[src/verilog/ochs_pkg.sv]
// Package: constants and types for the over-current hiccup sequencer
package ochs_pkg;
   localparam int unsigned         SS_CNT_W        = 11;
   localparam logic [10:0]         SS_CNT_LAST     = 11'h7ff;
   localparam logic [10:0]         SS_CNT_RST      = 11'h000;
   // A trip on this retry latches off: seven wait-and-retry cycles at most
   localparam logic [3:0]          OC_ATTEMPT_MAX  = 4'h7;
   localparam logic [3:0]          OC_ATTEMPT_RST  = 4'h0;
   localparam logic [3:0]          REG_CTRL        = 4'h0;
   localparam logic [3:0]          REG_STATUS      = 4'h4;
   localparam logic [3:0]          REG_INT_STAT    = 4'h8;
   localparam logic [3:0]          REG_INT_MASK    = 4'hc;
   localparam int unsigned         CTRL_SW_EN_BIT  = 0;
   localparam logic                CTRL_SW_EN_RST  = 1'h1;
   localparam int unsigned         STAT_STATE_LSB  = 0;
   localparam int unsigned         STAT_RETRY_LSB  = 4;
   localparam int unsigned         STAT_PG_BIT     = 8;
   localparam int unsigned         STAT_PG_PIN_BIT = 9;
   localparam int unsigned         STAT_VID_BIT    = 10;
   localparam int unsigned         INT_W           = 3;
   localparam int unsigned         INT_OC_TRIP     = 0;
   localparam int unsigned         INT_LATCHED     = 1;
   localparam int unsigned         INT_SS_DONE     = 2;
   localparam logic [2:0]          INT_MASK_RST    = 3'h0;
   localparam logic [2:0]          SYNC_RST        = 3'h0;

   typedef enum logic [2:0] {
      ST_OFF   = 3'b000,
      ST_SS    = 3'b001,
      ST_RUN   = 3'b010,
      ST_WAIT  = 3'b011,
      ST_LATCH = 3'b100
   } ochs_state_t;

   function automatic logic ochs_cnt_last(input logic [10:0] cnt);
      return cnt == SS_CNT_LAST;
   endfunction
endpackage

[src/verilog/ochs_sync.sv]
// Three-stage pin synchroniser; output moves only when stages two and three agree
`timescale 1ns/1ps
`default_nettype none
module ochs_sync
   import ochs_pkg::*;
(
   input  wire logic i_mclk,
   input  wire logic i_reset_n,
   input  wire logic i_pin,
   output var  logic o_level
);
   logic [2:0] stage_ff;
   logic       level_ff;

   always_ff @(posedge i_mclk or negedge i_reset_n) begin
      if (!i_reset_n) begin
         stage_ff <= SYNC_RST;
      end else begin
         stage_ff <= {stage_ff[1:0], i_pin};
      end
   end

   // Stage zero is read only by stage one
   always_ff @(posedge i_mclk or negedge i_reset_n) begin
      if (!i_reset_n) begin
         level_ff <= 1'b0;
      end else if (stage_ff[1] == stage_ff[2]) begin
         level_ff <= stage_ff[2];
      end
   end

   assign o_level = level_ff;
endmodule // ochs_sync
`default_nettype wire

[src/verilog/ochs_seq.sv]
// Over-current hiccup sequencer with Wishbone register slave and interrupt
`timescale 1ns/1ps
`default_nettype none
module ochs_seq
   import ochs_pkg::*;
(
   input  wire logic        i_mclk,
   input  wire logic        i_reset_n,
   input  wire logic        i_wb_cyc,
   input  wire logic        i_wb_stb,
   input  wire logic        i_wb_we,
   input  wire logic [3:0]  i_wb_adr,
   input  wire logic [3:0]  i_wb_sel,
   input  wire logic [31:0] i_wb_dat,
   output var  logic [31:0] o_wb_dat,
   output var  logic        o_wb_ack,
   input  wire logic        i_overcurrent_flag,
   input  wire logic        i_uv_ok,
   input  wire logic        i_enable_ok,
   input  wire logic        i_por_ok,
   input  wire logic        i_output_voltage_code_busy,
   input  wire logic        i_phase_clk,
   input  wire logic        i_power_good_flag,
   output var  logic        o_power_good_flag,
   output var  logic        o_power_good_flag_oe_n,
   output var  logic        o_pwm_hiz,
   output var  logic        o_soft_start,
   output var  logic        o_irq
);
   import ochs_pkg::*;

   logic              oc_s;
   logic              uv_s;
   logic              en_s;
   logic              por_s;
   logic              vid_s;
   logic              phase_s;
   logic              pg_pin_s;
   logic              phase_prev_ff;
   logic              phase_pulse;
   logic              oc_hit;
   logic              go_off;
   logic              start_ok;
   ochs_state_t       state_ff;
   ochs_state_t       nxt_state;
   logic [10:0]       cnt_ff;
   logic [3:0]        retry_ff;
   logic              pg_ff;
   logic              hiz_ff;
   logic              sw_en_ff;
   logic [INT_W-1:0]  int_stat_ff;
   logic [INT_W-1:0]  int_mask_ff;
   logic [INT_W-1:0]  int_evt;
   logic              irq_ff;
   logic              ack_ff;
   logic [31:0]       rdat_ff;
   logic              wb_req;
   logic              wb_wr;
   logic              wb_rd;

   ochs_sync u_sync_oc (
      .i_mclk    (i_mclk),
      .i_reset_n (i_reset_n),
      .i_pin     (i_overcurrent_flag),
      .o_level   (oc_s)
   );
   ochs_sync u_sync_uv (
      .i_mclk    (i_mclk),
      .i_reset_n (i_reset_n),
      .i_pin     (i_uv_ok),
      .o_level   (uv_s)
   );
   ochs_sync u_sync_en (
      .i_mclk    (i_mclk),
      .i_reset_n (i_reset_n),
      .i_pin     (i_enable_ok),
      .o_level   (en_s)
   );
   ochs_sync u_sync_por (
      .i_mclk    (i_mclk),
      .i_reset_n (i_reset_n),
      .i_pin     (i_por_ok),
      .o_level   (por_s)
   );
   ochs_sync u_sync_vid (
      .i_mclk    (i_mclk),
      .i_reset_n (i_reset_n),
      .i_pin     (i_output_voltage_code_busy),
      .o_level   (vid_s)
   );
   ochs_sync u_sync_phase (
      .i_mclk    (i_mclk),
      .i_reset_n (i_reset_n),
      .i_pin     (i_phase_clk),
      .o_level   (phase_s)
   );
   ochs_sync u_sync_pg (
      .i_mclk    (i_mclk),
      .i_reset_n (i_reset_n),
      .i_pin     (i_power_good_flag),
      .o_level   (pg_pin_s)
   );

   always_ff @(posedge i_mclk or negedge i_reset_n) begin
      if (!i_reset_n) begin
         phase_prev_ff <= 1'b0;
      end else begin
         phase_prev_ff <= phase_s;
      end
   end

   // One pulse per rising phase-clock edge
   assign phase_pulse = phase_s & ~phase_prev_ff;
   // Blanking hides charge currents during a code change
   assign oc_hit      = oc_s & ~vid_s;
   assign go_off      = ~en_s | ~por_s;
   assign start_ok    = en_s & por_s & sw_en_ff;

   always_comb begin
      nxt_state = state_ff;
      unique case (state_ff)
         ST_OFF: begin
            if (start_ok) begin
               nxt_state = ST_SS;
            end
         end
         ST_SS: begin
            if (!sw_en_ff) begin
               nxt_state = ST_OFF;
            end else if (oc_hit) begin
               if (retry_ff == OC_ATTEMPT_MAX) begin
                  nxt_state = ST_LATCH;
               end else begin
                  nxt_state = ST_WAIT;
               end
            end else if (phase_pulse && ochs_cnt_last(cnt_ff)) begin
               nxt_state = ST_RUN;
            end
         end
         ST_RUN: begin
            if (!sw_en_ff) begin
               nxt_state = ST_OFF;
            end else if (oc_hit) begin
               nxt_state = ST_WAIT;
            end
         end
         ST_WAIT: begin
            if (!sw_en_ff) begin
               nxt_state = ST_OFF;
            end else if (phase_pulse && ochs_cnt_last(cnt_ff)) begin
               nxt_state = ST_SS;
            end
         end
         ST_LATCH: begin
            nxt_state = ST_LATCH;
         end
         default: begin
            nxt_state = ST_OFF;
         end
      endcase
      if (go_off) begin
         nxt_state = ST_OFF;
      end
   end

   always_ff @(posedge i_mclk or negedge i_reset_n) begin
      if (!i_reset_n) begin
         state_ff <= ST_OFF;
      end else begin
         state_ff <= nxt_state;
      end
   end

   // One counter times both the wait and the ramp; it restarts on every state change
   always_ff @(posedge i_mclk or negedge i_reset_n) begin
      if (!i_reset_n) begin
         cnt_ff <= SS_CNT_RST;
      end else if (nxt_state != state_ff) begin
         cnt_ff <= SS_CNT_RST;
      end else if (phase_pulse) begin
         cnt_ff <= cnt_ff + 11'h001;
      end
   end

   // Attempt counter: counts returns from wait to soft-start since the last good run or off
   always_ff @(posedge i_mclk or negedge i_reset_n) begin
      if (!i_reset_n) begin
         retry_ff <= OC_ATTEMPT_RST;
      end else if (nxt_state == ST_OFF || nxt_state == ST_RUN) begin
         retry_ff <= OC_ATTEMPT_RST;
      end else if (state_ff == ST_WAIT && nxt_state == ST_SS) begin
         retry_ff <= retry_ff + 4'h1;
      end
   end

   // Outputs follow the next state so a trip reaches the pins one edge after it is seen
   always_ff @(posedge i_mclk or negedge i_reset_n) begin
      if (!i_reset_n) begin
         hiz_ff <= 1'b1;
      end else begin
         hiz_ff <= !(nxt_state == ST_SS || nxt_state == ST_RUN);
      end
   end

   always_ff @(posedge i_mclk or negedge i_reset_n) begin
      if (!i_reset_n) begin
         pg_ff <= 1'b0;
      end else begin
         pg_ff <= (nxt_state == ST_SS || nxt_state == ST_RUN) && uv_s;
      end
   end

   assign o_pwm_hiz              = hiz_ff;
   assign o_soft_start           = (state_ff == ST_SS);
   assign o_power_good_flag      = 1'b0;
   // Open drain: the pin is pulled low whenever power is not good
   assign o_power_good_flag_oe_n = pg_ff;

   assign int_evt[INT_OC_TRIP] = nxt_state == ST_WAIT && state_ff != ST_WAIT;
   assign int_evt[INT_LATCHED] = nxt_state == ST_LATCH && state_ff != ST_LATCH;
   assign int_evt[INT_SS_DONE] = nxt_state == ST_RUN && state_ff == ST_SS;

   assign wb_req = i_wb_cyc & i_wb_stb & ~ack_ff;
   assign wb_wr  = wb_req & i_wb_we;
   assign wb_rd  = wb_req & ~i_wb_we;

   always_ff @(posedge i_mclk or negedge i_reset_n) begin
      if (!i_reset_n) begin
         ack_ff <= 1'b0;
      end else begin
         ack_ff <= wb_req;
      end
   end

   always_ff @(posedge i_mclk or negedge i_reset_n) begin
      if (!i_reset_n) begin
         sw_en_ff <= CTRL_SW_EN_RST;
      end else if (wb_wr && i_wb_adr == REG_CTRL && i_wb_sel[0]) begin
         sw_en_ff <= i_wb_dat[CTRL_SW_EN_BIT];
      end
   end

   always_ff @(posedge i_mclk or negedge i_reset_n) begin
      if (!i_reset_n) begin
         int_mask_ff <= INT_MASK_RST;
      end else if (wb_wr && i_wb_adr == REG_INT_MASK && i_wb_sel[0]) begin
         int_mask_ff <= i_wb_dat[INT_W-1:0];
      end
   end

   // Read clears; an event in the same cycle survives the clear
   always_ff @(posedge i_mclk or negedge i_reset_n) begin
      if (!i_reset_n) begin
         int_stat_ff <= '0;
      end else if (wb_rd && i_wb_adr == REG_INT_STAT) begin
         int_stat_ff <= int_evt;
      end else begin
         int_stat_ff <= int_stat_ff | int_evt;
      end
   end

   always_ff @(posedge i_mclk or negedge i_reset_n) begin
      if (!i_reset_n) begin
         irq_ff <= 1'b0;
      end else begin
         irq_ff <= |(int_stat_ff & int_mask_ff);
      end
   end

   always_ff @(posedge i_mclk or negedge i_reset_n) begin
      if (!i_reset_n) begin
         rdat_ff <= 32'h0000_0000;
      end else if (wb_rd) begin
         rdat_ff <= 32'h0000_0000;
         unique case (i_wb_adr)
            REG_CTRL: begin
               rdat_ff[CTRL_SW_EN_BIT] <= sw_en_ff;
            end
            REG_STATUS: begin
               rdat_ff[STAT_STATE_LSB +: 3] <= state_ff;
               rdat_ff[STAT_RETRY_LSB +: 4] <= retry_ff;
               rdat_ff[STAT_PG_BIT]         <= pg_ff;
               rdat_ff[STAT_PG_PIN_BIT]     <= pg_pin_s;
               rdat_ff[STAT_VID_BIT]        <= vid_s;
            end
            REG_INT_STAT: begin
               rdat_ff[INT_W-1:0] <= int_stat_ff;
            end
            REG_INT_MASK: begin
               rdat_ff[INT_W-1:0] <= int_mask_ff;
            end
            default: begin
               rdat_ff <= 32'h0000_0000;
            end
         endcase
      end
   end

   assign o_wb_ack = ack_ff;
   assign o_wb_dat = rdat_ff;
   assign o_irq    = irq_ff;

   logic run_ok;
   assign run_ok = en_s & por_s & sw_en_ff;

   AST_OC_RUN: assert property (@(posedge i_mclk) disable iff (!i_reset_n)
      state_ff == ST_RUN && oc_hit && run_ok |=> state_ff == ST_WAIT && o_pwm_hiz)
      else $error("trip while running did not shut down");
   AST_WAIT_HIZ: assert property (@(posedge i_mclk) disable iff (!i_reset_n)
      state_ff == ST_WAIT |-> o_pwm_hiz && o_power_good_flag_oe_n == 1'b0)
      else $error("pwm or power good wrong while waiting");
   AST_WAIT_END: assert property (@(posedge i_mclk) disable iff (!i_reset_n)
      state_ff == ST_WAIT && phase_pulse && cnt_ff == 11'h7ff && run_ok
      |=> state_ff == ST_SS)
      else $error("wait did not end after 2048 phase clocks");
   AST_SS_TRIP: assert property (@(posedge i_mclk) disable iff (!i_reset_n)
      state_ff == ST_SS && oc_hit && run_ok && retry_ff != OC_ATTEMPT_MAX
      |=> state_ff == ST_WAIT ##1 o_pwm_hiz)
      else $error("soft-start trip did not start a new wait");
   AST_LATCH_IN: assert property (@(posedge i_mclk) disable iff (!i_reset_n)
      state_ff == ST_SS && oc_hit && en_s && por_s && sw_en_ff && retry_ff == OC_ATTEMPT_MAX
      |=> state_ff == ST_LATCH)
      else $error("eighth trip did not latch off");
   AST_LATCH_HOLD: assert property (@(posedge i_mclk) disable iff (!i_reset_n)
      state_ff == ST_LATCH && en_s && por_s |=> state_ff == ST_LATCH && o_pwm_hiz)
      else $error("latched off state left without enable drop");
   AST_SS_DONE: assert property (@(posedge i_mclk) disable iff (!i_reset_n)
      state_ff == ST_SS && phase_pulse && cnt_ff == 11'h7ff && !oc_hit && run_ok
      |=> state_ff == ST_RUN && retry_ff == 4'h0)
      else $error("clean soft-start did not resume run");
   AST_BLANK: assert property (@(posedge i_mclk) disable iff (!i_reset_n)
      state_ff == ST_RUN && vid_s |=> state_ff != ST_WAIT)
      else $error("trip taken during code transition");
   AST_CNT_STEP: assert property (@(posedge i_mclk) disable iff (!i_reset_n)
      state_ff == ST_SS && phase_pulse && nxt_state == ST_SS
      |=> cnt_ff == $past(cnt_ff) + 11'h001)
      else $error("soft-start counter did not advance on phase pulse");
   AST_PG_UV: assert property (@(posedge i_mclk) disable iff (!i_reset_n)
      state_ff == ST_SS && !uv_s && nxt_state == ST_SS |=> o_power_good_flag_oe_n == 1'b0)
      else $error("power good released before under-voltage cleared");
   AST_RETRY_CAP: assert property (@(posedge i_mclk) disable iff (!i_reset_n)
      retry_ff <= OC_ATTEMPT_MAX)
      else $error("attempt count beyond limit");
endmodule // ochs_seq
`default_nettype wire

[config.mk]
export PLATFORM = sky130hd
export DESIGN_NAME = ochs_seq
export DESIGN_NICKNAME = d
export VERILOG_FILES = /design/src/verilog/ochs_pkg.sv /design/src/verilog/ochs_sync.sv /design/src/verilog/ochs_seq.sv
export SDC_FILE = /design/constraint.sdc
export NUM_CORES = 1
export LEC_CHECK = 0
export BUFFER_PORTS_ARGS = -buffer_cell sky130_fd_sc_hd__buf_2
export CAP_MARGIN = 20
export CORE_ASPECT_RATIO = 0.6
export CORE_MARGIN = 2
export CORE_UTILIZATION = 55
export CTS_CLUSTER_SIZE = 25
export DETAILED_ROUTE_END_ITERATION = 10
export GPL_TIMING_DRIVEN = 1
export PLACE_DENSITY = 0.93
export SKIP_LAST_GASP = 1
export SLEW_MARGIN = 20
export SYNTH_ARGS = -nofsm -noshare
export SYNTH_HDL_FRONTEND = slang
export SYNTH_HIERARCHICAL = 1
export SYNTH_SLANG_ARGS = --single-unit
[constraint.sdc]
create_clock -name i_mclk -period 3.1 [get_ports i_mclk]
set_input_delay 0.155 -clock i_mclk [delete_from_list [all_inputs] [get_ports i_mclk]]
set_output_delay 0.155 -clock i_mclk [all_outputs]
set_load 0.005 [all_outputs]
# [Word level (Yosys, flattened, before mapping)]
# Index checks and enable logic that the tools add are counted.
[word_totals] regBits=68 in_bits=52 output_inout_bits=38 elab_cells=107
[op_classes] add_sub_neg=2 eq_ne=23 muxes=19 n_bitwise=17 reduce_logical=20
[op_table] op="3-bit 2-to-1 mux" n=11
[op_table] op="11-bit 2-to-1 mux" n=2
[op_table] op="3-bit case mux with 5 select lines" n=1
[op_table] op="3-bit by 2-bit equality test with 1-bit output, second input constant" n=4
[op_table] op="11-bit by 1-bit adder with 11-bit output, second input constant" n=1
[op_table] op="11-bit equality test, second input constant" n=1
[op_table] op="1-bit logical AND" n=11
[op_table] op="1-bit AND" n=8
[op_table] op="4-bit by 3-bit equality test with 1-bit output, second input constant" n=2
[op_table] op="4-bit equality test, second input constant" n=2
[op_table] op="4-bit 2-to-1 mux" n=2
[op_table] op="1-bit equality test" n=7
[op_table] op="7-bit 2-to-1 mux" n=1
[op_table] op="3-bit by 1-bit equality test with 1-bit output, second input constant" n=2
[op_table] op="3-bit equality test, second input constant" n=2
[op_table] op="3-bit logical NOT" n=2
[op_table] op="1-bit NOT" n=6
[op_table] op="2-bit case mux with 3 select lines" n=1
[op_table] op="4-bit by 1-bit adder with 4-bit output, second input constant" n=1
[op_table] op="4-bit logical NOT" n=1
[op_table] op="1-bit case mux with 4 select lines" n=1
[op_table] op="2-bit nonzero test" n=2
[op_table] op="3-bit AND" n=1
[op_table] op="3-bit by 2-bit inequality test with 1-bit output, second input constant" n=1
[op_table] op="other kinds (7)" n=8

# [Logic depth before layout (Yosys ltp)]
# Gate-level depths: netlist of run 1.
[logic_depth] ltp_word=12 depth_mapped=8 mapped_depth_nobuf=6

# [Modules after synthesis]
# Netlist of run 1, hierarchy kept.
[by_module_without_submodules] mod="ochs_seq" n_inst=1 cells_per_inst=221 area_per_inst_um2=2262.2 seq_area_each_um2=1003.5
[by_module_without_submodules] mod="ochs_sync" n_inst=7 cells_per_inst=5 area_per_inst_um2=111.4 seq_area_each_um2=100.1

# [Worst setup path after synthesis of run 1]
# OpenSTA, ideal clock, no wires.
[synth_path] kind="register -> register" startpoint="reg cnt_ff[0]" endpoint="reg int_stat_ff[2]" arrival_ps=1737 setup_slack_ps=1241 path_stages_with_launch=8 path_cell_list="dfrtp_1 -> ha_1 -> and4b_1 -> and4_1 -> buf_2 -> nor3_1 -> nor3b_4 -> a32o_1"
[synth_between] elab_chain_len=11
[synth_lines] element="start: declaration" line_no="ochs_seq.sv:46" source="logic [10:0] cnt_ff;"
[synth_lines] element="start signal: assignment" line_no="ochs_seq.sv:181" source="cnt_ff <= cnt_ff + 11'h001;"
[synth_lines] element="11-bit equality test (*)" line_no="ochs_pkg.sv:36" source="return cnt == SS_CNT_LAST;"
[synth_lines] element="1-bit logical AND (*)" line_no="ochs_seq.sv:136, ochs_seq.sv:150"
[synth_lines] element="3-bit 2-to-1 mux" line_no="ochs_seq.sv:136" source="end else if (phase_pulse && ochs_cnt_last(cnt_ff)) begin"
[synth_lines] element="3-bit 2-to-1 mux" line_no="ochs_seq.sv:130" source="end else if (oc_hit) begin"
[synth_lines] element="3-bit 2-to-1 mux" line_no="ochs_seq.sv:128" source="if (!sw_en_ff) begin"
[synth_lines] element="3-bit case mux with 5 select lines (*)" line_no="ochs_seq.sv:121" source="unique case (state_ff)"
[synth_lines] element="3-bit 2-to-1 mux (*)" line_no="ochs_seq.sv:161" source="if (go_off) begin"
[synth_lines] element="via nxt_state[1]" line_no="ochs_seq.sv:45" source="ochs_state_t nxt_state;"
[synth_lines] element="3-bit by 2-bit equality test with 1-bit output (*)" line_no="ochs_seq.sv:221" source="assign int_evt[INT_SS_DONE] = nxt_state == ST_RUN && state_ff == ST_SS;"
[synth_lines] element="1-bit logical AND (*)" line_no="ochs_seq.sv:221"
[synth_lines] element="3-bit OR" line_no="ochs_seq.sv:258" source="int_stat_ff <= int_stat_ff | int_evt;"
[synth_lines] element="3-bit 2-to-1 mux (*)" line_no="ochs_seq.sv:255" source="end else if (wb_rd && i_wb_adr == REG_INT_STAT) begin"
[synth_lines] element="end signal: assignment" line_no="ochs_seq.sv:256" source="int_stat_ff <= int_evt;"
[synth_lines] element="end signal: assignment" line_no="ochs_seq.sv:258"
[synth_lines] element="end: declaration" line_no="ochs_seq.sv:51" source="logic [INT_W-1:0] int_stat_ff;"
# Mark *: on every way through the listed nets, which the timed path passes. The rest lies on a longest branch.
# A chain may end at the register's enable or synchronous reset.

# [Worst setup path in the final report of run 1]
[layout_path] startpoint="reg cnt_ff[0]" endpoint="reg pg_ff (netlist: o_power_good_flag_oe_n)"
[layout_between] elab_chain_len=10
[layout_lines] element="11-bit equality test (*)" line_no="ochs_pkg.sv:36"
[layout_lines] element="1-bit logical AND (*)" line_no="ochs_seq.sv:136, ochs_seq.sv:150"
[layout_lines] element="3-bit 2-to-1 mux" line_no="ochs_seq.sv:136"
[layout_lines] element="3-bit 2-to-1 mux" line_no="ochs_seq.sv:130"
[layout_lines] element="3-bit 2-to-1 mux" line_no="ochs_seq.sv:128"
[layout_lines] element="3-bit case mux with 5 select lines (*)" line_no="ochs_seq.sv:121"
[layout_lines] element="3-bit 2-to-1 mux (*)" line_no="ochs_seq.sv:161"
[layout_lines] element="via nxt_state[1]" line_no="ochs_seq.sv:45"
[layout_lines] element="3-bit by 1-bit equality test with 1-bit output or 3-bit by 2-bit equality test with 1-bit output (tied branches)" line_no="ochs_seq.sv:209" source="pg_ff <= (nxt_state == ST_SS || nxt_state == ST_RUN) && uv_s;"
[layout_lines] element="1-bit logical OR (*)" line_no="ochs_seq.sv:209"
[layout_lines] element="1-bit logical AND (*)" line_no="ochs_seq.sv:209"
[layout_lines] element="end signal: assignment" line_no="ochs_seq.sv:209"
[layout_lines] element="end: declaration" line_no="ochs_seq.sv:48" source="logic pg_ff;"
# Marked as above.

==> results.json, run 1 <==
{
  "start_kind": "register",
  "grt_pass1_vias": 1947,
  "cp_num_cells": 6,
  "endpoint_kind": "register",
  "die_h_um": 61.6,
  "grt_max_degree": 45,
  "fin_crit_sh": 0.731,
  "pre_cts_ws_ps": 860,
  "die_w_um": 100,
  "r2r_slack_ps": 830,
  "fin_skew_ps": 3.83,
  "cp.required_ps": 3320,
  "rr_worst_depth": 6,
  "final.setup.tns_ps": 0,
  "initial_core_util": 0.584,
  "ios": 90,
  "fin_crit_ps": 2270,
  "final_antenna_net_count": 0,
  "antenna_cells": 0,
  "arrival_ps": 2490,
  "h-tree-depth": 3,
  "drive_gt1_frac": 0.244,
  "crit_fanout": 8,
  "insertion_delay_ps": 340,
  "worst_pin_slew_ps": 546,
  "r2r_start": "cnt_ff[0]$_DFFE_PN0P_",
  "finalSetupViolations": 0,
  "postSynth.asyncResetShare": 1.00,
  "holdPathStages": 2,
  "swShare": 0.243,
  "ys_top_cells_by_area": "dfrtp_1, buf_4, a22o_1, maj3_2, nor2_1",
  "antenna_found_initial": 0,
  "syn2layout_area_growth_pct": 14.6,
  "pwr_density_cell_nw_per_um2": 570,
  "hp-class": "primary input to register",
  "routed_wl_mm": 6.05,
  "finalMaxSlewViolations": 0,
  "irDropWorstVdd_mv": 0.458,
  "dieArea_um2": 6160,
  "r2r_end": "o_power_good_flag_oe_n$_DFF_PN0_",
  "synth_top_area_share": 0.543,
  "synthDistinctLibCells": 54,
  "drt_iter0_markers": 158,
  "cellLeakagePower_nw": 1.63,
  "path_clk_slew_ps": 70,
  "finalNetCount": 356,
  "numCtsBuffers": 9,
  "seqPwrFrac": 0.512,
  "grt_pass1_wl_mm": 9.93,
  "grt_overflow": 0,
  "coreArea_um2": 5200,
  "fmax_mhz": 441,
  "critPathMaxStageDelay_ps": 410,
  "drcViolationCount": 0,
  "crit_buf_inv": 0,
  "final_cells": 373,
  "port_buffers": 34,
  "synth_edf_count": 0,
  "max-cap-violations": 0,
  "cts_setup_buffers": 0,
  "worst_slack_ps": 834,
  "hold_path.startpoint": "i_wb_dat[2]",
  "status": "completed",
  "cp_slowest_cell": "dfrtp_1",
  "power_frac_clock": 0.404,
  "postSynthCellCount": 256,
  "maxSlewHeadroom": 0.636,
  "cts.path.max_buffers": 2,
  "path_cells": "ha_1 -> and4b_1 -> and4_1 -> a31oi_1 -> nor3b_4 -> mux2i_1",
  "hold_viol": 0,
  "dp_hpwl_mm": 4.07,
  "synth-seq-cells": 68,
  "num_vias": 2076,
  "syn_avg_cell_area_um2": 11.9,
  "power_mw": 1.99,
  "root_buffer": "clkbuf_8",
  "comb_power_share": 0.085,
  "p_switching_uw": 484,
  "routabilityCongestion": 0.884,
  "num_rows": 20,
  "crit_type": "register to register",
  "synth_area_um2": 3040,
  "avgViaCountPerCell": 5.57,
  "critPathTopFamily": "simple AND/OR/NAND/NOR gates",
  "hold-path-endpoint": "int_mask_ff[2]$_DFFE_PN0P_",
  "cts_tree": "built",
  "dp_cells": 349,
  "rsz0062_at_grt": "no",
  "yosysTopAreaCell": "dfrtp_1",
  "yosysSeqAreaShare": 0.560,
  "drtPass1Iterations": 5,
  "clkSinkCount": 68,
  "yosys_warnings": 6,
  "wire_per_inst_um": 16.2,
  "ctsResizeCount": 0,
  "synthFlopType": "dfrtp_1",
  "p_int_mw": 1.50,
  "grt_usage": 0.224
}
power groups by stage:
| stage | sequential [mW] | combinational (mW) | clock, mW |
|---|---|---|---|
| after floorplan | 1.01 | 0.129 | 0 |
| after global placement | 1.03 | 0.150 | 0 |
| after detailed placement | 1.03 | 0.158 | 0 |
| after CTS | 1.02 | 0.168 | 0.820 |
| after global routing | 1.03 | 0.191 | 0.860 |
| final | 1.02 | 0.168 | 0.802 |
worst reg2reg max path, stage by stage, from the launching register on:
cell	delay [ps]
dfrtp_1	410
ha_1	230
and4b_1	260
and4_1	310
a31oi_1	210
nor3b_4	340
mux2i_1	380
layout make-up:
class / instances / area [µm²]
sequential: 68 / 1700
clock inverter: 6 / 87.6
tap: 66 / 82.6
clock buffer: 10 / 138
timing repair buffer: 43 / 258
multi-input combinational: 173 / 1190
fill: 373 / 1720
inverter: 7 / 26.3
how the worst max path moves through the flow:
stage                     startpoint                               end  slack (ps)
2_1_floorplan  cnt_ff[0]$_DFFE_PN0P_          int_stat_ff[2]$_DFF_PN0_        1240
3_3_place_gp   cnt_ff[0]$_DFFE_PN0P_  o_power_good_flag_oe_n$_DFF_PN0_         930
3_5_place_dp   cnt_ff[0]$_DFFE_PN0P_  o_power_good_flag_oe_n$_DFF_PN0_         860
4_1_cts        cnt_ff[0]$_DFFE_PN0P_  o_power_good_flag_oe_n$_DFF_PN0_         870
5_1_grt        cnt_ff[0]$_DFFE_PN0P_  o_power_good_flag_oe_n$_DFF_PN0_         620
6_report       cnt_ff[0]$_DFFE_PN0P_  o_power_good_flag_oe_n$_DFF_PN0_         830
metal layers:
metal | share of wire | track usage | vias up
met1 | 0.46 | 0.306 | 1008
met3 | 0.077 | 0.0942 | 12
met5 | 0 | 0 | -
li1 | - | - | 969
met2 | 0.44 | 0.327 | 87
met4 | 0.015 | 0.0802 | 0
Yosys cell counts, types with 3 or more instances:
library cell / number
dfrtp_1: 66
buf_4: 23
nor2_1: 18
nand2_1: 14
a22o_1: 9
inv_1: 7
maj3_2: 7
nand3_1: 7
nand4_1: 6
o21ai_0: 6
xor2_1: 6
mux2i_1: 5
nor3_1: 5
and2_1: 4
buf_2: 4
mux2_2: 4
xnor2_1: 4
a22oi_1: 3
a31oi_1: 3
and3_1: 3
clkbuf_1: 3
nand2b_1: 3
nand3b_1: 3
flip-flops by register name, summed over array words and instances (netlist names), 3 cells and up:
| register | cells |
|---|---|
| cnt_ff | 11 |
| int_mask_ff | 3 |
| int_stat_ff | 3 |
| o_wb_dat | 10 |
| retry_ff | 4 |
| state_ff | 3 |
| u_sync_en/stage_ff | 3 |
| u_sync_oc/stage_ff | 3 |
| u_sync_pg/stage_ff | 3 |
| u_sync_phase/stage_ff | 3 |
| u_sync_por/stage_ff | 3 |
| u_sync_uv/stage_ff | 3 |
| u_sync_vid/stage_ff | 3 |
cells in the final DEF, fill, tap and decap left out, types with 3 or more instances in the layout:
| cell | synthesis | routed |
|---|---|---|
| and3_1 | 3 | 3 |
| xor2_1 | 6 | 6 |
| xnor2_1 | 4 | 4 |
| nand2_1 | 14 | 14 |
| and2_1 | 4 | 4 |
| nand2b_1 | 3 | 3 |
| inv_1 | 7 | 7 |
| nor3_1 | 5 | 5 |
| mux2i_1 | 5 | 5 |
| nand4_1 | 6 | 6 |
| a22o_1 | 9 | 9 |
| dlygate4sd3_1 | 0 | 8 |
| a22oi_1 | 3 | 3 |
| dfrtp_1 | 66 | 66 |
| o21ai_0 | 6 | 6 |
| mux2_2 | 4 | 4 |
| clkbuf_8 | 0 | 10 |
| buf_2 | 4 | 34 |
| nor2_1 | 18 | 18 |
| nand3_1 | 7 | 7 |
| nand3b_1 | 3 | 3 |
| conb_1 | 1 | 23 |
| maj3_2 | 7 | 7 |
| a31oi_1 | 3 | 3 |
stage by stage:
stage               area [µm²]  utilization  hold WS [ps]
floorplan                 3120            -          -141
global placement          3180        0.611           158
detailed placement        3180        0.611           164
CTS                       3490        0.670          46.5
global route              3490        0.670          49.3
finish                    3490        0.670          56.3
cell families after synthesis:
kind of cell | synth area share
adders and majority gates | 0.0341
buffers and inverters | 0.0757
other | 0.00123
muxes | 0.0387
AOI/OAI and AO/OA | 0.111
DFF | 0.560
xor gates and xnor gates | 0.0288
and+or+nand+nor | 0.150
what timing repair did:
| action | 4_1_cts | 5_1_grt |
|---|---|---|
| setup endpoints to repair | 0 | 0 |
| hold buffers | 8 | 0 |
| endpoints found under the hold margin | 31 | 0 |
(Power assumes the default switching activity.)
==> run 2, diff against run 1 <==
- CORE_UTILIZATION: 55 -> 46
- PLACE_DENSITY: 0.93 -> 0.84
- clock period: 3.1 -> 1.9 ns (I/O delays scaled with it)
==> run 2 against run 1 <==
Sequential power grew 62%. Core utilization is 5.5 points lower. Register-to-register slack lost 810 ps. Clock-buffer cell count did not move. Final cell count is 14% higher. Routed wire length rose by 5.6%. Final area up 10%. Non-clock buffer count grew 35. Via count grew 7.8%. Hold slack worse by 34 ps. Fmax up 21%. Critical path type unchanged. Largest power group unchanged.
==> results.json, run 2 (same netlist as run 1, synthesis figures left out) <==
{
  "status": "completed",
  "grt_pass1_wl_mm": 10.3,
  "fin_crit_sh": 0.988,
  "path_cells": "ha_2 -> nand3b_1 -> or4_4 -> a21oi_4 -> buf_6 -> a31oi_2 -> mux2i_1",
  "root_buffer": "clkbuf_8",
  "arrival_ps": 2140,
  "cts.path.max_buffers": 2,
  "num_vias": 2237,
  "largest_register_ffs": 11,
  "num_rows": 22,
  "p_int_mw": 2.40,
  "drcViolationCount": 0,
  "cp_slowest_cell": "or4_4",
  "routabilityCongestion": 0.903,
  "critPathTopFamily": "simple AND/OR/NAND/NOR gates",
  "wl_met2_mm": 2.88,
  "top_register": "cnt_ff",
  "crit_type": "register to register",
  "path_clk_slew_ps": 70,
  "grt_max_degree": 46,
  "avgViaCountPerCell": 5.26,
  "layout_common_cells": "dfrtp_1, buf_2, buf_4",
  "grt_pass1_vias": 2112,
  "insertion_delay_ps": 340,
  "drive_gt1_frac": 0.340,
  "wl_met3_um": 381,
  "pre_cts_ws_ps": -68.4,
  "critPathMaxStageDelay_ps": 480,
  "hp-class": "primary input to register",
  "hold_viol": 0,
  "crit_buf_inv": 1,
  "maxSlewHeadroom": 0.658,
  "highest_layer": "met4",
  "final_antenna_net_count": 0,
  "port_buffers": 34,
  "wire_per_inst_um": 15.0,
  "start_kind": "register",
  "seqPwrFrac": 0.512,
  "fin_crit_ps": 1880,
  "grt_usage": 0.190,
  "cts_tree": "built",
  "finalSetupViolations": 0,
  "rsz0062_at_grt": "yes",
  "antenna_found_initial": 0,
  "whs_ps": 22.4,
  "wl_met1_mm": 3.06,
  "comb_power_share": 0.122,
  "initial_core_util": 0.487,
  "endpoint_kind": "register",
  "die_h_um": 67.0,
  "ios": 90,
  "final_common_cell": "dfrtp_1",
  "pwr_density_cell_nw_per_um2": 840,
  "dieArea_um2": 7300,
  "syn2layout_area_growth_pct": 26.3,
  "routed_wl_mm": 6.39,
  "drt_iter0_markers": 239,
  "crit_fanout": 5,
  "clkSinkCount": 68,
  "power_frac_clock": 0.366,
  "coreArea_um2": 6250,
  "power_mw": 3.23,
  "fmax_mhz": 533,
  "finalMaxSlewViolations": 0,
  "drtPass1Iterations": 5,
  "dp_hpwl_mm": 4.32,
  "die_w_um": 109,
  "worst_pin_slew_ps": 513,
  "cp.required_ps": 2160,
  "final_cells": 425,
  "fin_skew_ps": 7.16,
  "irDropWorstVdd_mv": 0.537,
  "numCtsBuffers": 9,
  "grt_overflow": 0,
  "p_switching_uw": 823,
  "antenna_cells": 0,
  "worst_slack_ps": 23.1,
  "cellLeakagePower_nw": 1.80,
  "swShare": 0.255,
  "finalNetCount": 391,
  "max-cap-violations": 0,
  "dp_cells": 391,
  "h-tree-depth": 3
}
==> run 2: cell count changes in the layout (fill, tap and decap cells not counted), sizes merged <==
cell         before  now
buf              35   66
bufinv            2    1
inv               7    8
dlygate4sd3       8   12
clkinv            4    0
clkinvlp          0    3
==> run 2: cell type report <==
| class | count | area [µm²] |
|---|---|---|
| clock buffer | 10 | 138 |
| fill | 483 | 2410 |
| sequential | 68 | 1700 |
| multi-input combinational | 173 | 1250 |
| timing repair buffer | 78 | 558 |
| tap | 84 | 105 |
| inverter | 7 | 26.3 |
| clock inverter | 5 | 61.3 |
==> run 2: stage by stage <==
stage               instance area, µm²  setup TNS, ps   util
floorplan                         3120              0      -
global placement                  3400          -48.0  0.543
detailed placement                3400           -192  0.543
CTS                               3750          -6.80  0.600
global route                      3840           -188  0.615
finish                            3840              0  0.615
==> run 2: routing by layer <==
layer,vias to the layer above,global-route usage
li1,1036,-
met3,8,0.0558
met1,1113,0.265
met5,-,0
met4,0,0.0673
met2,80,0.281
==> run 2: path summary, 6_finish.rpt <==
| check | from | to | slack [ps] | depth (start not counted) |
|---|---|---|---|---|
| max | retry_ff[0]$_DFFE_PN0P_ | retry_ff[0]$_DFFE_PN0P_ | 20 | 7 |
| min | i_wb_cyc | o_wb_ack$_DFF_PN0_ | 20 | 3 |
| max reg2reg | retry_ff[0]$_DFFE_PN0P_ | retry_ff[0]$_DFFE_PN0P_ | 20 | 7 |
| min reg2reg | u_sync_phase/stage_ff[0]$_DFF_PN0_ | u_sync_phase/stage_ff[1]$_DFF_PN0_ | 350 | 0 |
| max in group asynchronous | i_reset_n | sw_en_ff$_DFFE_PN1P_ | 990 | 3 |
| min in group asynchronous | i_reset_n | u_sync_por/stage_ff[1]$_DFF_PN0_ | 250 | 2 |
==> run 2: timing repair <==
| item | CTS | global route |
|---|---|---|
| hold buffers | 12 | 0 |
| endpoints found under the setup margin | 8 | 19 |
| hold endpoints to repair | 34 | 0 |
| gates cloned | 0 | 0 |
| pin swaps | 2 | 8 |
| gates resized for setup | 6 | 13 |
| setup buffers | 2 | 5 |
==> run 2: worst min-delay path, stage by stage <==
cell     delay (ps)
buf_2            90
nand2_1          70
nor2_1           60
==> run 2: power groups by stage <==
stage	combinational (mW)	clock, mW	sequential, mW
floorplan	0.211	0	1.66
global placement	0.315	0	1.67
detailed placement	0.333	0	1.68
CTS	0.353	1.22	1.65
global route	0.449	1.28	1.67
finish	0.394	1.18	1.65
==> run 3, diff against run 2 <==
- PLACE_DENSITY: 0.84 -> 0.72
==> run 3 against run 2 <==
Clock power is 12% higher. Clock-buffer cell count decreased by 1. Clock skew rose by 2.8 ps. Largest cell class unchanged. Routed wire length shrank 9.0%. Final area shrank 0.36%. Sequential power barely moved. Worst setup slack improved by 61 ps. Core utilization decreased by 0.22 points.
==> results.json, run 3 (same netlist as run 1, synthesis figures left out) <==
{
  "status": "completed",
  "fin_crit_ps": 1820,
  "routabilityCongestion": 0.916,
  "final.setup.tns_ps": 0,
  "dp_hpwl_mm": 4.10,
  "final_common_cell": "dfrtp_1",
  "finalNetCount": 388,
  "cts.path.max_buffers": 2,
  "irDropWorstVdd_mv": 0.606,
  "antenna_found_initial": 0,
  "routed_wl_mm": 5.82,
  "top_register": "cnt_ff",
  "port_buffers": 34,
  "pwr_density_cell_nw_per_um2": 867,
  "syn2layout_area_growth_pct": 25.9,
  "die_w_um": 109,
  "ff_latch_area_um2": 1700,
  "initial_core_util": 0.487,
  "final_cells": 423,
  "fin_crit_sh": 0.956,
  "num_rows": 22,
  "dp_cells": 391,
  "avgViaCountPerCell": 5.01,
  "final_antenna_net_count": 0,
  "dieArea_um2": 7300,
  "cp-startpoint": "retry_ff[1]$_DFFE_PN0P_",
  "fmax_mhz": 551,
  "place_area_um2": 3400,
  "ios": 90,
  "fin_skew_ps": 9.98,
  "drt_iter0_markers": 192,
  "cts_tree": "built",
  "grt_usage": 0.177,
  "wire_per_inst_um": 13.7,
  "multi_input_area_um2": 1240,
  "root_buffer": "clkbuf_8",
  "rsz0062_at_grt": "yes",
  "num-fill-cells": 487,
  "start_kind": "register",
  "hp-class": "primary input to register",
  "numCtsBuffers": 9,
  "clkSinkCount": 68,
  "grt_pass1_vias": 1903,
  "crit_type": "register to register",
  "endpoint_kind": "register",
  "antenna_cells": 0,
  "crit_fanout": 4,
  "cellLeakagePower_nw": 1.79,
  "layout_common_cells": "dfrtp_1, buf_2, buf_4",
  "coreArea_um2": 6250,
  "drcViolationCount": 0,
  "rr_worst_depth": 7,
  "drtPass1Iterations": 5,
  "die_h_um": 67.0,
  "finalSetupViolations": 0,
  "r2r_start": "retry_ff[1]$_DFFE_PN0P_",
  "hold_viol": 0,
  "grt_pass1_wl_mm": 9.45,
  "cp.required_ps": 2170,
  "num_vias": 2118,
  "r2r_end": "retry_ff[0]$_DFFE_PN0P_",
  "finalMaxSlewViolations": 0,
  "drive_gt1_frac": 0.319,
  "path_clk_slew_ps": 80,
  "grt_overflow": 0,
  "max-cap-violations": 0,
  "grt_max_degree": 60,
  "h-tree-depth": 3,
  "setup.worst_path.end": "retry_ff[0]$_DFFE_PN0P_",
  "insertion_delay_ps": 350,
  "arrival_ps": 2090,
  "r2r_slack_ps": 80,
  "largest_register_ffs": 11,
  "stdcell_area_um2": 3830
}
## run 3: how the worst min path moves through the flow
stage          slack [ps]                               to  cells past startpoint        start
5_1_grt               110          o_wb_dat[0]$_DFFE_PN0P_                      3  i_wb_adr[0]
2_1_floorplan        -200            cnt_ff[0]$_DFFE_PN0P_                      0    i_reset_n
3_5_place_dp          -30  u_sync_pg/stage_ff[2]$_DFF_PN0_                      1    i_reset_n
3_3_place_gp          -30    u_sync_pg/o_level$_DFFE_PN0N_                      1    i_reset_n
6_report              110          o_wb_dat[0]$_DFFE_PN0P_                      3  i_wb_adr[0]
4_1_cts               100          o_wb_dat[0]$_DFFE_PN0P_                      3  i_wb_adr[0]
## run 3: final cells by class
class | instances | area share
sequential | 68 | 0.445
multi-input combinational | 173 | 0.325
timing repair buffer | 75 | 0.138
clock buffer | 9 | 0.0324
tap | 84 | 0.0275
clock inverter | 7 | 0.0255
inverter | 7 | 0.00686
## run 3: worst max-delay path, stage by stage (launching register included)
cell      delay, ps
dfrtp_1         360
ha_2            190
nand3b_1        150
or4_4           470
a21oi_4         230
buf_6           140
a31oi_4          30
mux2i_1         160
## run 3: layer usage
metal | global-route usage | share of wire | routed length, µm | vias to the layer above
li1 | - | - | - | 1030
met1 | 0.267 | 0.51 | 2950 | 1018
met2 | 0.217 | 0.40 | 2330 | 56
met3 | 0.0695 | 0.070 | 409 | 14
met4 | 0.0737 | 0.021 | 120 | 0
met5 | 0 | 0 | 0 | -
## run 3: power by group
group / switching [mW] / total (mW) / internal (mW) / leakage [nW]
Clock: 0.575 / 1.32 / 0.745 / 0.106
Combinational: 0.171 / 0.356 / 0.185 / 0.818
Sequential: 0.0909 / 1.64 / 1.55 / 0.866
Total: 0.837 / 3.32 / 2.48 / 1.79
## run 3: metrics by stage
step	total power, mW	setup slack [ps]	hold slack (ps)	utilization
2_1_floorplan	1.87	41.4	-201	-
3_3_place_gp	1.98	3.02	-29.9	0.543
3_5_place_dp	2.00	-9.76	-28.4	0.543
4_1_cts	3.35	16.4	99.2	0.600
5_1_grt	3.49	-14.7	111	0.613
6_report	3.32	84.4	113	0.613
## run 3: repair_timing
action                                  in CTS  in global routing
hold buffers                                13                  0
hold endpoints to repair                    78                  0
pin swaps                                    1                  7
endpoints found under the setup margin       2                  8
resized for setup                            2                 10
setup buffers                                0                  3
